<file path="config.mk">
export PLATFORM = sky130hd
export DESIGN_NAME = oddpc_top
export DESIGN_NICKNAME = d
export VERILOG_FILES = /design/src/common/oddpc_pkg.sv /design/src/rtl/oddpc_top.sv
export SDC_FILE = /design/constraint.sdc
export NUM_CORES = 1
export LEC_CHECK = 0
export BUFFER_PORTS_ARGS = -buffer_cell sky130_fd_sc_hd__buf_2
export CAP_MARGIN = 5
export CORE_MARGIN = 8
export CORE_UTILIZATION = 66
export CTS_CLUSTER_DIAMETER = 60
export CTS_CLUSTER_SIZE = 30
export DETAILED_ROUTE_END_ITERATION = 10
export PLACE_DENSITY = 0.85
export SLEW_MARGIN = 10
export SYNTH_ARGS = -nofsm -noshare
export SYNTH_HDL_FRONTEND = slang
export SYNTH_SLANG_ARGS = --single-unit
</file>
<file path="constraint.sdc">
create_clock -name aclk -period 16.3 [get_ports aclk]
set_input_delay 0.815 -clock aclk [delete_from_list [all_inputs] [get_ports aclk]]
set_output_delay 0.815 -clock aclk [all_outputs]
set_load 0.02 [all_outputs]
</file>
<file path="src/common/oddpc_pkg.sv">
package oddpc_pkg;
	// ==========================================
	// register indices; byte address is four times the index
	localparam logic [7:0]  IDX_DIV_A      = 8'h88;
	localparam logic [7:0]  IDX_DIV_B      = 8'h89;
	localparam logic [7:0]  IDX_DIFF_EN    = 8'hB0;
	localparam logic [7:0]  IDX_SE_EN      = 8'hB1;
	localparam logic [7:0]  IDX_ROUTE      = 8'hB5;
	localparam logic [7:0]  IDX_STOP       = 8'hB8;
	localparam logic [7:0]  IDX_STATUS     = 8'hB9;
	localparam logic [7:0]  IDX_CLEAR      = 8'hBA;
	// ==========================================
	// reset values
	localparam logic [23:0] RST_DIV_A      = 24'h000040;
	localparam logic [23:0] RST_DIV_B      = 24'h000040;
	localparam logic [7:0]  RST_BYTE       = 8'h00;
	localparam logic        RST_STICKY     = 1'b1;
	// ==========================================
	// field layout of the second divider setup
	localparam int          SHAPE_HI       = 23;
	localparam int          SHAPE_LO       = 20;
	localparam logic [3:0]  SHAPE_PULSE    = 4'hF;
	localparam int          BIT_TYPE       = 19;
	localparam int          BIT_POLAR      = 18;
	localparam int          SEL_HI         = 17;
	localparam int          SEL_LO         = 16;
	localparam logic [1:0]  SEL_FIRST_CLK  = 2'h2;
	localparam int          PERIOD_HI      = 15;
	localparam logic [23:0] MAX_RATIO      = 24'hEFFFFF;
	// ==========================================
	// stop control: bit 1 enables the stop, bit 0 is the held level
	localparam int          STOP_A_LO      = 0;
	localparam int          STOP_B_LO      = 2;
	localparam logic [23:0] MIN_RATIO      = 24'h000002;
	// ==========================================
	// bus answers
	localparam logic [1:0]  RESP_OKAY      = 2'h0;
	localparam logic [1:0]  RESP_SLVERR    = 2'h2;
endpackage

</file>
<file path="src/rtl/oddpc_top.sv">
// Contract
// - second divider shape field all ones selects frame pulse output
// - any other shape value: whole 24-bit value divides, near 50% duty
// - polarity bit: zero regular pulse, one inverted pulse
// - frame pulse on configurable outputs shows opposite polarity
// - type bit: zero boundary mid pulse, one boundary at pulse edge
// - low sixteen bits count related clock periods between frame pulses
// - related clock code 10 is first divider; pulse one related period wide
// - four bits enable differential outputs, clear bit tristates its output
// - two bits enable single-ended outputs, clear bit tristates its output
// - first stop code: 0x run, 10 hold low at fall, 11 hold high at rise
// - second stop code uses the same encoding as the first
// - stopped clock on configurable outputs shows the inverted held level
// - sticky lock-loss flag sets on lock loss and on reset
// - writing one to clear bit clears flag; software then writes zero
//
// Decided for this implementation: the AXI4-Lite register port.
`timescale 1ns/1ps
`default_nettype none
module oddpc_top import oddpc_pkg::*; #(
	parameter int ADDR_W  = 12,
	parameter int RATIO_W = 24,
	parameter int DIFF_N  = 4,
	parameter int SE_N    = 2
) (
	input  wire logic                aclk,
	input  wire logic                aresetn,
	input  wire logic                ce,
	input  wire logic [ADDR_W-1:0]   s_axi_awaddr,
	input  wire logic [2:0]          s_axi_awprot,
	input  wire logic                s_axi_awvalid,
	output logic                     s_axi_awready,
	input  wire logic [31:0]         s_axi_wdata,
	input  wire logic [3:0]          s_axi_wstrb,
	input  wire logic                s_axi_wvalid,
	output logic                     s_axi_wready,
	output logic [1:0]               s_axi_bresp,
	output logic                     s_axi_bvalid,
	input  wire logic                s_axi_bready,
	input  wire logic [ADDR_W-1:0]   s_axi_araddr,
	input  wire logic [2:0]          s_axi_arprot,
	input  wire logic                s_axi_arvalid,
	output logic                     s_axi_arready,
	output logic [31:0]              s_axi_rdata,
	output logic [1:0]               s_axi_rresp,
	output logic                     s_axi_rvalid,
	input  wire logic                s_axi_rready,
	input  wire logic                synth_lock_lost,
	output logic                     first_divided_clock,
	output logic                     second_divided_clock,
	output logic [DIFF_N-1:0]        diff_output,
	output logic [DIFF_N-1:0]        diff_output_oe,
	output logic [SE_N-1:0]          single_ended_output,
	output logic [SE_N-1:0]          single_ended_output_oe,
	output logic [1:0]               config_output
);
	// ==========================================
	// elaboration checks
	if (RATIO_W != 24 || DIFF_N != 4 || SE_N != 2 || ADDR_W < 10 || ADDR_W > 32) begin : g_chk
		$error("oddpc_top: unsupported parameter values");
	end

	// ==========================================
	// state
	typedef struct packed {
		logic              aw_v;
		logic [7:0]        aw_idx;
		logic              w_v;
		logic [31:0]       w_data;
		logic [3:0]        w_strb;
		logic              b_v;
		logic [1:0]        b_resp;
		logic              r_v;
		logic [31:0]       r_data;
		logic [1:0]        r_resp;
		logic [23:0]       div_a;
		logic [23:0]       div_b;
		logic [7:0]        diff_en;
		logic [7:0]        se_en;
		logic [7:0]        route;
		logic [7:0]        stop;
		logic [7:0]        clr;
		logic              sticky;
		logic [1:0]        lock_sync;
		logic [23:0]       cnt_a;
		logic [23:0]       cnt_b;
		logic              raw_a;
		logic              raw_b;
		logic              out_a;
		logic              out_b;
		logic              held_a;
		logic              held_b;
		logic [15:0]       fp_cnt;
		logic              fp;
		logic [3:0]        diff_act;
		logic [1:0]        se_act;
		logic [1:0]        cfg;
	} oddpc_state_s;

	oddpc_state_s s_q;
	oddpc_state_s s_d;

	// ==========================================
	// helpers
	function automatic logic [23:0] div_step(input logic [23:0] cnt, input logic [23:0] ratio);
		logic [23:0] r;
		r = (ratio < MIN_RATIO) ? MIN_RATIO : ratio;
		div_step = (cnt >= r - 24'h000001) ? 24'h000000 : cnt + 24'h000001;
	endfunction

	function automatic logic div_level(input logic [23:0] cnt, input logic [23:0] ratio);
		logic [23:0] r;
		r = (ratio < MIN_RATIO) ? MIN_RATIO : ratio;
		// odd ratios keep the extra cycle in the high phase
		div_level = cnt < ({1'b0, r[23:1]} + {23'h000000, r[0]});
	endfunction

	// returns {held, out}: a stop freezes on reaching the chosen level, and a
	// release waits until the source matches the held level so no runt appears
	function automatic logic [1:0] stop_step(input logic held, input logic out,
			input logic src, input logic [1:0] code);
		logic h;
		h = held;
		// a new stop level re-arms the hold so the output can travel to it
		if (code[1]) begin
			h = out == code[0];
		end else if (src == out) begin
			h = 1'b0;
		end
		stop_step = {h, h ? out : src};
	endfunction

	logic [7:0]  aw_idx_in;
	logic [7:0]  ar_idx;
	logic        wr_go;
	logic [31:0] cur;
	logic [31:0] wmask;
	logic [31:0] rd;
	logic        rd_hit;
	logic        wr_hit;
	logic        pulse_mode;
	logic        a_next;
	logic        rise_a;
	logic        fall_a;
	logic [15:0] period;
	logic        b_src;
	logic [1:0]  sa;
	logic [1:0]  sb;

	assign aw_idx_in = s_axi_awaddr[9:2];
	assign ar_idx    = s_axi_araddr[9:2];

	always_comb begin
		s_d = s_q;
		cur = 32'h00000000;
		rd = 32'h00000000;
		rd_hit = 1'b1;
		wr_hit = 1'b1;
		wmask = {{8{s_q.w_strb[3]}}, {8{s_q.w_strb[2]}}, {8{s_q.w_strb[1]}}, {8{s_q.w_strb[0]}}};
		// ==========================================
		// write path: address and data taken in either order
		if (s_axi_awvalid && !s_q.aw_v) begin
			s_d.aw_v = 1'b1;
			s_d.aw_idx = aw_idx_in;
		end
		if (s_axi_wvalid && !s_q.w_v) begin
			s_d.w_v = 1'b1;
			s_d.w_data = s_axi_wdata;
			s_d.w_strb = s_axi_wstrb;
		end
		wr_go = s_q.aw_v && s_q.w_v && !s_q.b_v;
		case (s_q.aw_idx)
			IDX_DIV_A:   cur = {8'h00, s_q.div_a};
			IDX_DIV_B:   cur = {8'h00, s_q.div_b};
			IDX_DIFF_EN: cur = {24'h000000, s_q.diff_en};
			IDX_SE_EN:   cur = {24'h000000, s_q.se_en};
			IDX_ROUTE:   cur = {24'h000000, s_q.route};
			IDX_STOP:    cur = {24'h000000, s_q.stop};
			IDX_STATUS:  cur = 32'h00000000;
			IDX_CLEAR:   cur = {24'h000000, s_q.clr};
			default:     wr_hit = 1'b0;
		endcase
		cur = (cur & ~wmask) | (s_q.w_data & wmask);
		if (wr_go) begin
			s_d.aw_v = 1'b0;
			s_d.w_v = 1'b0;
			s_d.b_v = 1'b1;
			s_d.b_resp = wr_hit ? RESP_OKAY : RESP_SLVERR;
			case (s_q.aw_idx)
				IDX_DIV_A:   s_d.div_a = cur[23:0];
				IDX_DIV_B:   s_d.div_b = cur[23:0];
				IDX_DIFF_EN: s_d.diff_en = cur[7:0];
				IDX_SE_EN:   s_d.se_en = cur[7:0];
				IDX_ROUTE:   s_d.route = cur[7:0];
				IDX_STOP:    s_d.stop = cur[7:0];
				IDX_CLEAR:   s_d.clr = cur[7:0];
				default:     s_d.b_resp = wr_hit ? RESP_OKAY : RESP_SLVERR;
			endcase
		end
		if (s_q.b_v && s_axi_bready) begin
			s_d.b_v = 1'b0;
		end
		// ==========================================
		// read path: one cycle to answer
		case (ar_idx)
			IDX_DIV_A:   rd = {8'h00, s_q.div_a};
			IDX_DIV_B:   rd = {8'h00, s_q.div_b};
			IDX_DIFF_EN: rd = {28'h0000000, s_q.diff_en[3:0]};
			IDX_SE_EN:   rd = {30'h00000000, s_q.se_en[1:0]};
			IDX_ROUTE:   rd = {30'h00000000, s_q.route[1:0]};
			IDX_STOP:    rd = {28'h0000000, s_q.stop[3:0]};
			IDX_STATUS:  rd = {31'h00000000, s_q.sticky};
			IDX_CLEAR:   rd = {31'h00000000, s_q.clr[0]};
			default:     rd_hit = 1'b0;
		endcase
		if (s_axi_arvalid && !s_q.r_v) begin
			s_d.r_v = 1'b1;
			s_d.r_data = rd;
			s_d.r_resp = rd_hit ? RESP_OKAY : RESP_SLVERR;
		end else if (s_q.r_v && s_axi_rready) begin
			s_d.r_v = 1'b0;
		end
		// ==========================================
		// lock loss: set wins over a clear in the same cycle
		s_d.lock_sync = {s_q.lock_sync[0], synth_lock_lost};
		if (s_q.lock_sync[1]) begin
			s_d.sticky = 1'b1;
		end else if (s_q.clr[0]) begin
			s_d.sticky = 1'b0;
		end
		// ==========================================
		// first divider
		s_d.cnt_a = div_step(s_q.cnt_a, s_q.div_a);
		a_next = div_level(s_d.cnt_a, s_q.div_a);
		s_d.raw_a = a_next;
		rise_a = a_next && !s_q.raw_a;
		fall_a = !a_next && s_q.raw_a;
		// ==========================================
		// second divider or frame pulse
		pulse_mode = s_q.div_b[SHAPE_HI:SHAPE_LO] == SHAPE_PULSE;
		period = (s_q.div_b[PERIOD_HI:0] == 16'h0000) ? 16'h0001 : s_q.div_b[PERIOD_HI:0];
		s_d.cnt_b = div_step(s_q.cnt_b, s_q.div_b);
		if (pulse_mode) begin
			s_d.cnt_b = 24'h000000;
			if (rise_a) begin
				s_d.fp_cnt = (s_q.fp_cnt >= period - 16'h0001) ? 16'h0000
					: s_q.fp_cnt + 16'h0001;
			end
			if (s_q.div_b[BIT_TYPE]) begin
				// boundary at the leading edge: high for one related period
				if (rise_a) begin
					s_d.fp = s_q.fp_cnt >= period - 16'h0001;
				end
			end else if (fall_a) begin
				// boundary straddled: falling edge before to falling edge after
				s_d.fp = s_q.fp_cnt >= period - 16'h0001;
			end
		end else begin
			s_d.fp_cnt = 16'h0000;
			s_d.fp = 1'b0;
		end
		s_d.raw_b = div_level(s_d.cnt_b, s_q.div_b);
		// only the first divider may serve as related clock; others give no pulse
		b_src = (s_q.div_b[SEL_HI:SEL_LO] == SEL_FIRST_CLK) && s_q.fp;
		b_src = pulse_mode ? (b_src ^ s_q.div_b[BIT_POLAR]) : s_q.raw_b;
		// ==========================================
		// stop control
		sa = stop_step(s_q.held_a, s_q.out_a, s_q.raw_a, s_q.stop[STOP_A_LO +: 2]);
		sb = stop_step(s_q.held_b, s_q.out_b, b_src, s_q.stop[STOP_B_LO +: 2]);
		s_d.held_a = sa[1];
		s_d.out_a = sa[0];
		s_d.held_b = sb[1];
		s_d.out_b = sb[0];
		// configurable outputs see the inverted level
		s_d.cfg = {s_q.route[1] & ~s_q.out_b, s_q.route[0] & ~s_q.out_a};
		// ==========================================
		// output enables follow the register only while the source is low
		for (int i = 0; i < 4; i++) begin
			if (!((i < 2) ? s_q.out_a : s_q.out_b)) begin
				s_d.diff_act[i] = s_q.diff_en[i];
			end
		end
		for (int i = 0; i < 2; i++) begin
			if (!((i == 0) ? s_q.out_a : s_q.out_b)) begin
				s_d.se_act[i] = s_q.se_en[i];
			end
		end
		// ==========================================
		// synchronous reset
		if (!aresetn) begin
			s_d = '0;
			s_d.div_a = RST_DIV_A;
			s_d.div_b = RST_DIV_B;
			s_d.diff_en = RST_BYTE;
			s_d.se_en = RST_BYTE;
			s_d.route = RST_BYTE;
			s_d.stop = RST_BYTE;
			s_d.clr = RST_BYTE;
			s_d.sticky = RST_STICKY;
		end
	end

	always_ff @(posedge aclk) begin
		if (ce || !aresetn) begin
			s_q <= s_d;
		end
	end

	// ==========================================
	// outputs
	assign s_axi_awready          = !s_q.aw_v;
	assign s_axi_wready           = !s_q.w_v;
	assign s_axi_bvalid           = s_q.b_v;
	assign s_axi_bresp            = s_q.b_resp;
	assign s_axi_arready          = !s_q.r_v;
	assign s_axi_rvalid           = s_q.r_v;
	assign s_axi_rdata            = s_q.r_data;
	assign s_axi_rresp            = s_q.r_resp;
	assign first_divided_clock    = s_q.out_a;
	assign second_divided_clock   = s_q.out_b;
	assign diff_output            = {s_q.out_b, s_q.out_b, s_q.out_a, s_q.out_a};
	assign diff_output_oe         = s_q.diff_act;
	assign single_ended_output    = {s_q.out_b, s_q.out_a};
	assign single_ended_output_oe = s_q.se_act;
	assign config_output          = s_q.cfg;
endmodule
`default_nettype wire

</file>
==> flow_metrics.tcl <==
set metrics [dict create \
    globalplace.congestion 0.9435 \
    grt_max_degree 68 \
    cp.arrival_ps 8440 \
    grt-ovfl-total 0 \
    syn_to_final_growth_pct 7.095 \
    wl_per_cell_um 20.71 \
    worstSetupEndpointType "register" \
    synth_cell_types 65 \
    required_ps 16570 \
    die_h_um 169.3 \
    syn_avg_cell_area_sq_um 10.11 \
    grt_usage_pct 26.72 \
    synth-edff-count 235 \
    num_antenna_cells 0 \
    worstRegToRegCells 24 \
    vias_per_cell 6.319 \
    synth_top_area_cell "edfxtp_1" \
    layout-drive-gt1-share_pct 11.75 \
    timing.rr.start "s_q[163]$_SDFFCE_PN0P_" \
    postRouteAntennaNets 0 \
    fin_crit_sh_pct 50.07 \
    ys_top_cells_by_count "edfxtp_1, nor2_1, ha_1" \
    synth-xor-area-share_pct 8.628 \
    worstSetupPathDepth 24 \
    worst_slew_pin_slew_ps 966.9 \
    p_per_area_nw_per_um2 93.55 \
    start_util_pct 66.71 \
    ir_drop_v 0.00008673 \
    antenna_found_initial 0 \
    grtUsageMet3_pct 4.722 \
    post_cts_resized 0 \
    io_pins 132 \
    hold_viol 0 \
    drt_wl_total_um 38860 \
    met2_usage_pct 46.34 \
    cp_cell_sequence "or4_1 > or3_1 > and4bb_2 > nand2_1 > o21ai_0 > ha_1 > nand3_1 > nor4_1 > xnor2_1 > ha_1 > nand4_1 > nor4_1 > o211ai_1 > o211ai_1 > buf_4 > nor2_1 > ha_1 > nand4_1 > nor4_1 > nand4_1 > o22a_1 > nand2_1 > a21oi_1 > buf_4" \
    route.detailed.drc 0 \
    async_flop_share_pct 0 \
    cp-start-kind "register" \
    cpPeakStageDelay_ps 740 \
    ys_ff_latch 235 \
    min_period_ps 8162 \
    drv_cap 0 \
    run_status "finished, final reports clean" \
    ys_top_cells_by_area "edfxtp_1, ha_1, nor2_1" \
    yosys.area_share.simple_pct 19.42 \
    cts_tree "yes" \
    synth_warnings 0 \
    slew_violations 0 \
    insertion_delay_ps 540 \
    clk_pin_slew_ps 80 \
    cp_slowest_cell "nor4_1" \
    synth_compound_area_share_pct 8.805 \
    design.die.area_sq_um 28670 \
    syn_area_sq_um 15520 \
    p_leak_uw 0.006245 \
    hold_start "s_q[79]$_SDFFCE_PN0P_" \
    dr_total_vias 11854 \
    rows 56 \
    rsz0062_at_grt "no" \
    drt_first_pass_iters 6 \
    die_w_um 169.3 \
    crit_fanout 16 \
    cts_hold_buffers 0 \
    synth_fa_ha_area_share_pct 9.676 \
    fin_skew_ps 20.39 \
    finalSetupViolations 0 \
    first_global_vias 11984 \
    first_iter_violations 1192 \
    synth_top_family_by_area "simple AND/OR/NAND/NOR gates" \
    n_fill_cell 1672 \
    synth_ff_type "edfxtp_1" \
    multi_input_area_sq_um 7671 \
    fmax_mhz 122.5 \
    cts_setup_buffers 0 \
    cts_buffer_depth 3 \
    synth_top_area_share_pct 45.48 \
    yosys.cell_count.top_type "edfxtp_1" \
    busiest_layer "met2" \
    core_area_sq_um 23260 \
    clkSinkCount 235 \
    place.port_buffers 98 \
    cts_root_buf "clkbuf_16" \
    hpwl_um 28580 \
    endpoint "s_q[16]$_SDFFCE_PP0P_" \
    syn_inst 1535 \
    cp-startpoint "s_q[163]$_SDFFCE_PN0P_" \
    slew_headroom_pct 35.38 \
    cp_num_buf_inv 2 \
    r2r_end "s_q[16]$_SDFFCE_PP0P_" \
    ys_seq_area_share_pct 45.48 \
    numCtsBuffers 21 \
    grt_pass1_wl_um 61730 \
    final_nets 1737 \
    worstSetupPathType "register to register" \
    final_util_pct 71.44 \
    tns_ps 0 \
    register_area_sq_um 7057 \
    htreeDepth 1 \
    ff2ff_setup_slack_ps 8140 \
    hold_path_class "register to register" \
    cp_top_family "simple AND/OR/NAND/NOR gates" \
    use_met1_pct 32.47 \
    synthMuxAreaShare_pct 2.516 \
]
-- power by group --
part / switching [uW] / total, uW / internal (uW) / leakage [uW]
logic: 147 / 242 / 95.0 / 0.00343
registers: 53.3 / 769 / 716 / 0.00244
clock network: 279 / 544 / 265 / 0.000372
-- worst min path at each step --
| stage | endpoint | slack (ps) | cells after the start |
|---|---|---|---|
| after floorplan | s_q[80]$_SDFFCE_PN0P_ | 500 | 1 |
| after global placement | s_q[80]$_SDFFCE_PN0P_ | 510 | 1 |
| after detailed placement | s_q[80]$_SDFFCE_PN0P_ | 510 | 1 |
| after CTS | s_q[80]$_SDFFCE_PN0P_ | 530 | 1 |
| after global routing | s_q[212]$_SDFFCE_PN0P_ | 530 | 2 |
| final | s_q[80]$_SDFFCE_PN0P_ | 530 | 1 |
-- placed cells by master (no fill, tap or decap), drive strengths merged, types with 7 or more instances in the layout --
cell / synthesis / routed
conb: 1 / 10
nor2: 234 / 234
a22oi: 27 / 27
nand2: 86 / 86
a211oi: 7 / 7
clkbuf: 66 / 21
xnor2: 83 / 83
a21o: 14 / 14
xor2: 69 / 69
and2: 51 / 51
and3: 24 / 24
mux2: 16 / 16
nor3: 45 / 45
mux2i: 21 / 21
clkinv: 0 / 9
or3: 16 / 16
a222oi: 7 / 7
a21oi: 66 / 66
o21ai: 32 / 32
ha: 120 / 120
or4: 10 / 10
o211ai: 8 / 8
inv: 36 / 44
a221oi: 10 / 10
nand3: 50 / 50
o21a: 9 / 9
nand2b: 8 / 8
nand4: 37 / 37
buf: 69 / 110
nor2b: 12 / 12
nor4: 19 / 19
nand3b: 7 / 7
edfxtp: 235 / 235
-- layer usage --
layer / wire length (um) / share of wire, %
met1: 14760 / 38
met2: 19180 / 49
met3: 3413 / 8.8
met4: 1505 / 3.9
met5: 0 / 0
-- flip-flops by register name (all words and copies together), names as in the netlist --
signal and cells:
first_divided_clock 1, s_axi_rdata 24, s_axi_rresp 1, config_output 2, s_axi_bvalid 1, s_axi_rvalid 1, second_divided_clock 1, diff_output_oe 4
single_ended_output_oe 2, s_axi_bresp 1, s_q 197
-- through the flow --
step                      setup WS [ps]  cells  hold WS [ps]  power (uW)  instance area [sq um]
after detailed placement           8305   1837         513.1        1017                  15840
final                              8138   1876         534.2        1555                  16620
after CTS                          8255   1875         533.3        1556                  16610
after global routing               7708   1876         530.7        1613                  16620
after global placement             8703   1837         506.1        1002                  15840
after floorplan                    9534   1544         502.6       948.9                  15550
-- cells by family (layout without fill, tap and decap cells) --
kind of cell               after synthesis  count (layout)
AOI/OAI and AO/OA                      207             207
xor gates and xnor gates               152             152
adders and majority gates              120             120
buffers and inverters                  171             184
DFF                                    235             235
muxes                                   37              37
other                                    1              10
and+or+nand+nor                        612             612
-- layout make-up --
type,instances,area share (%)
Clock buffer,21,3.162
Sequential cell,235,42.46
Inverter,36,0.8131
Clock inverter,17,1.506
Tap cell,319,2.402
Timing Repair Buffer,110,3.493
Multi-Input combinational cell,1138,46.16
-- worst reg2reg max path, delay by kind of cell, from the launching register on --
| family | cells | cell delay, ps |
|---|---|---|
| buf+inv | 2 | 580 |
| flops | 1 | 550 |
| simple gates | 13 | 4090 |
| xor+xnor | 1 | 110 |
| fa+ha+maj | 3 | 1000 |
| compound gates | 5 | 1570 |
(Power assumes the default switching activity.)
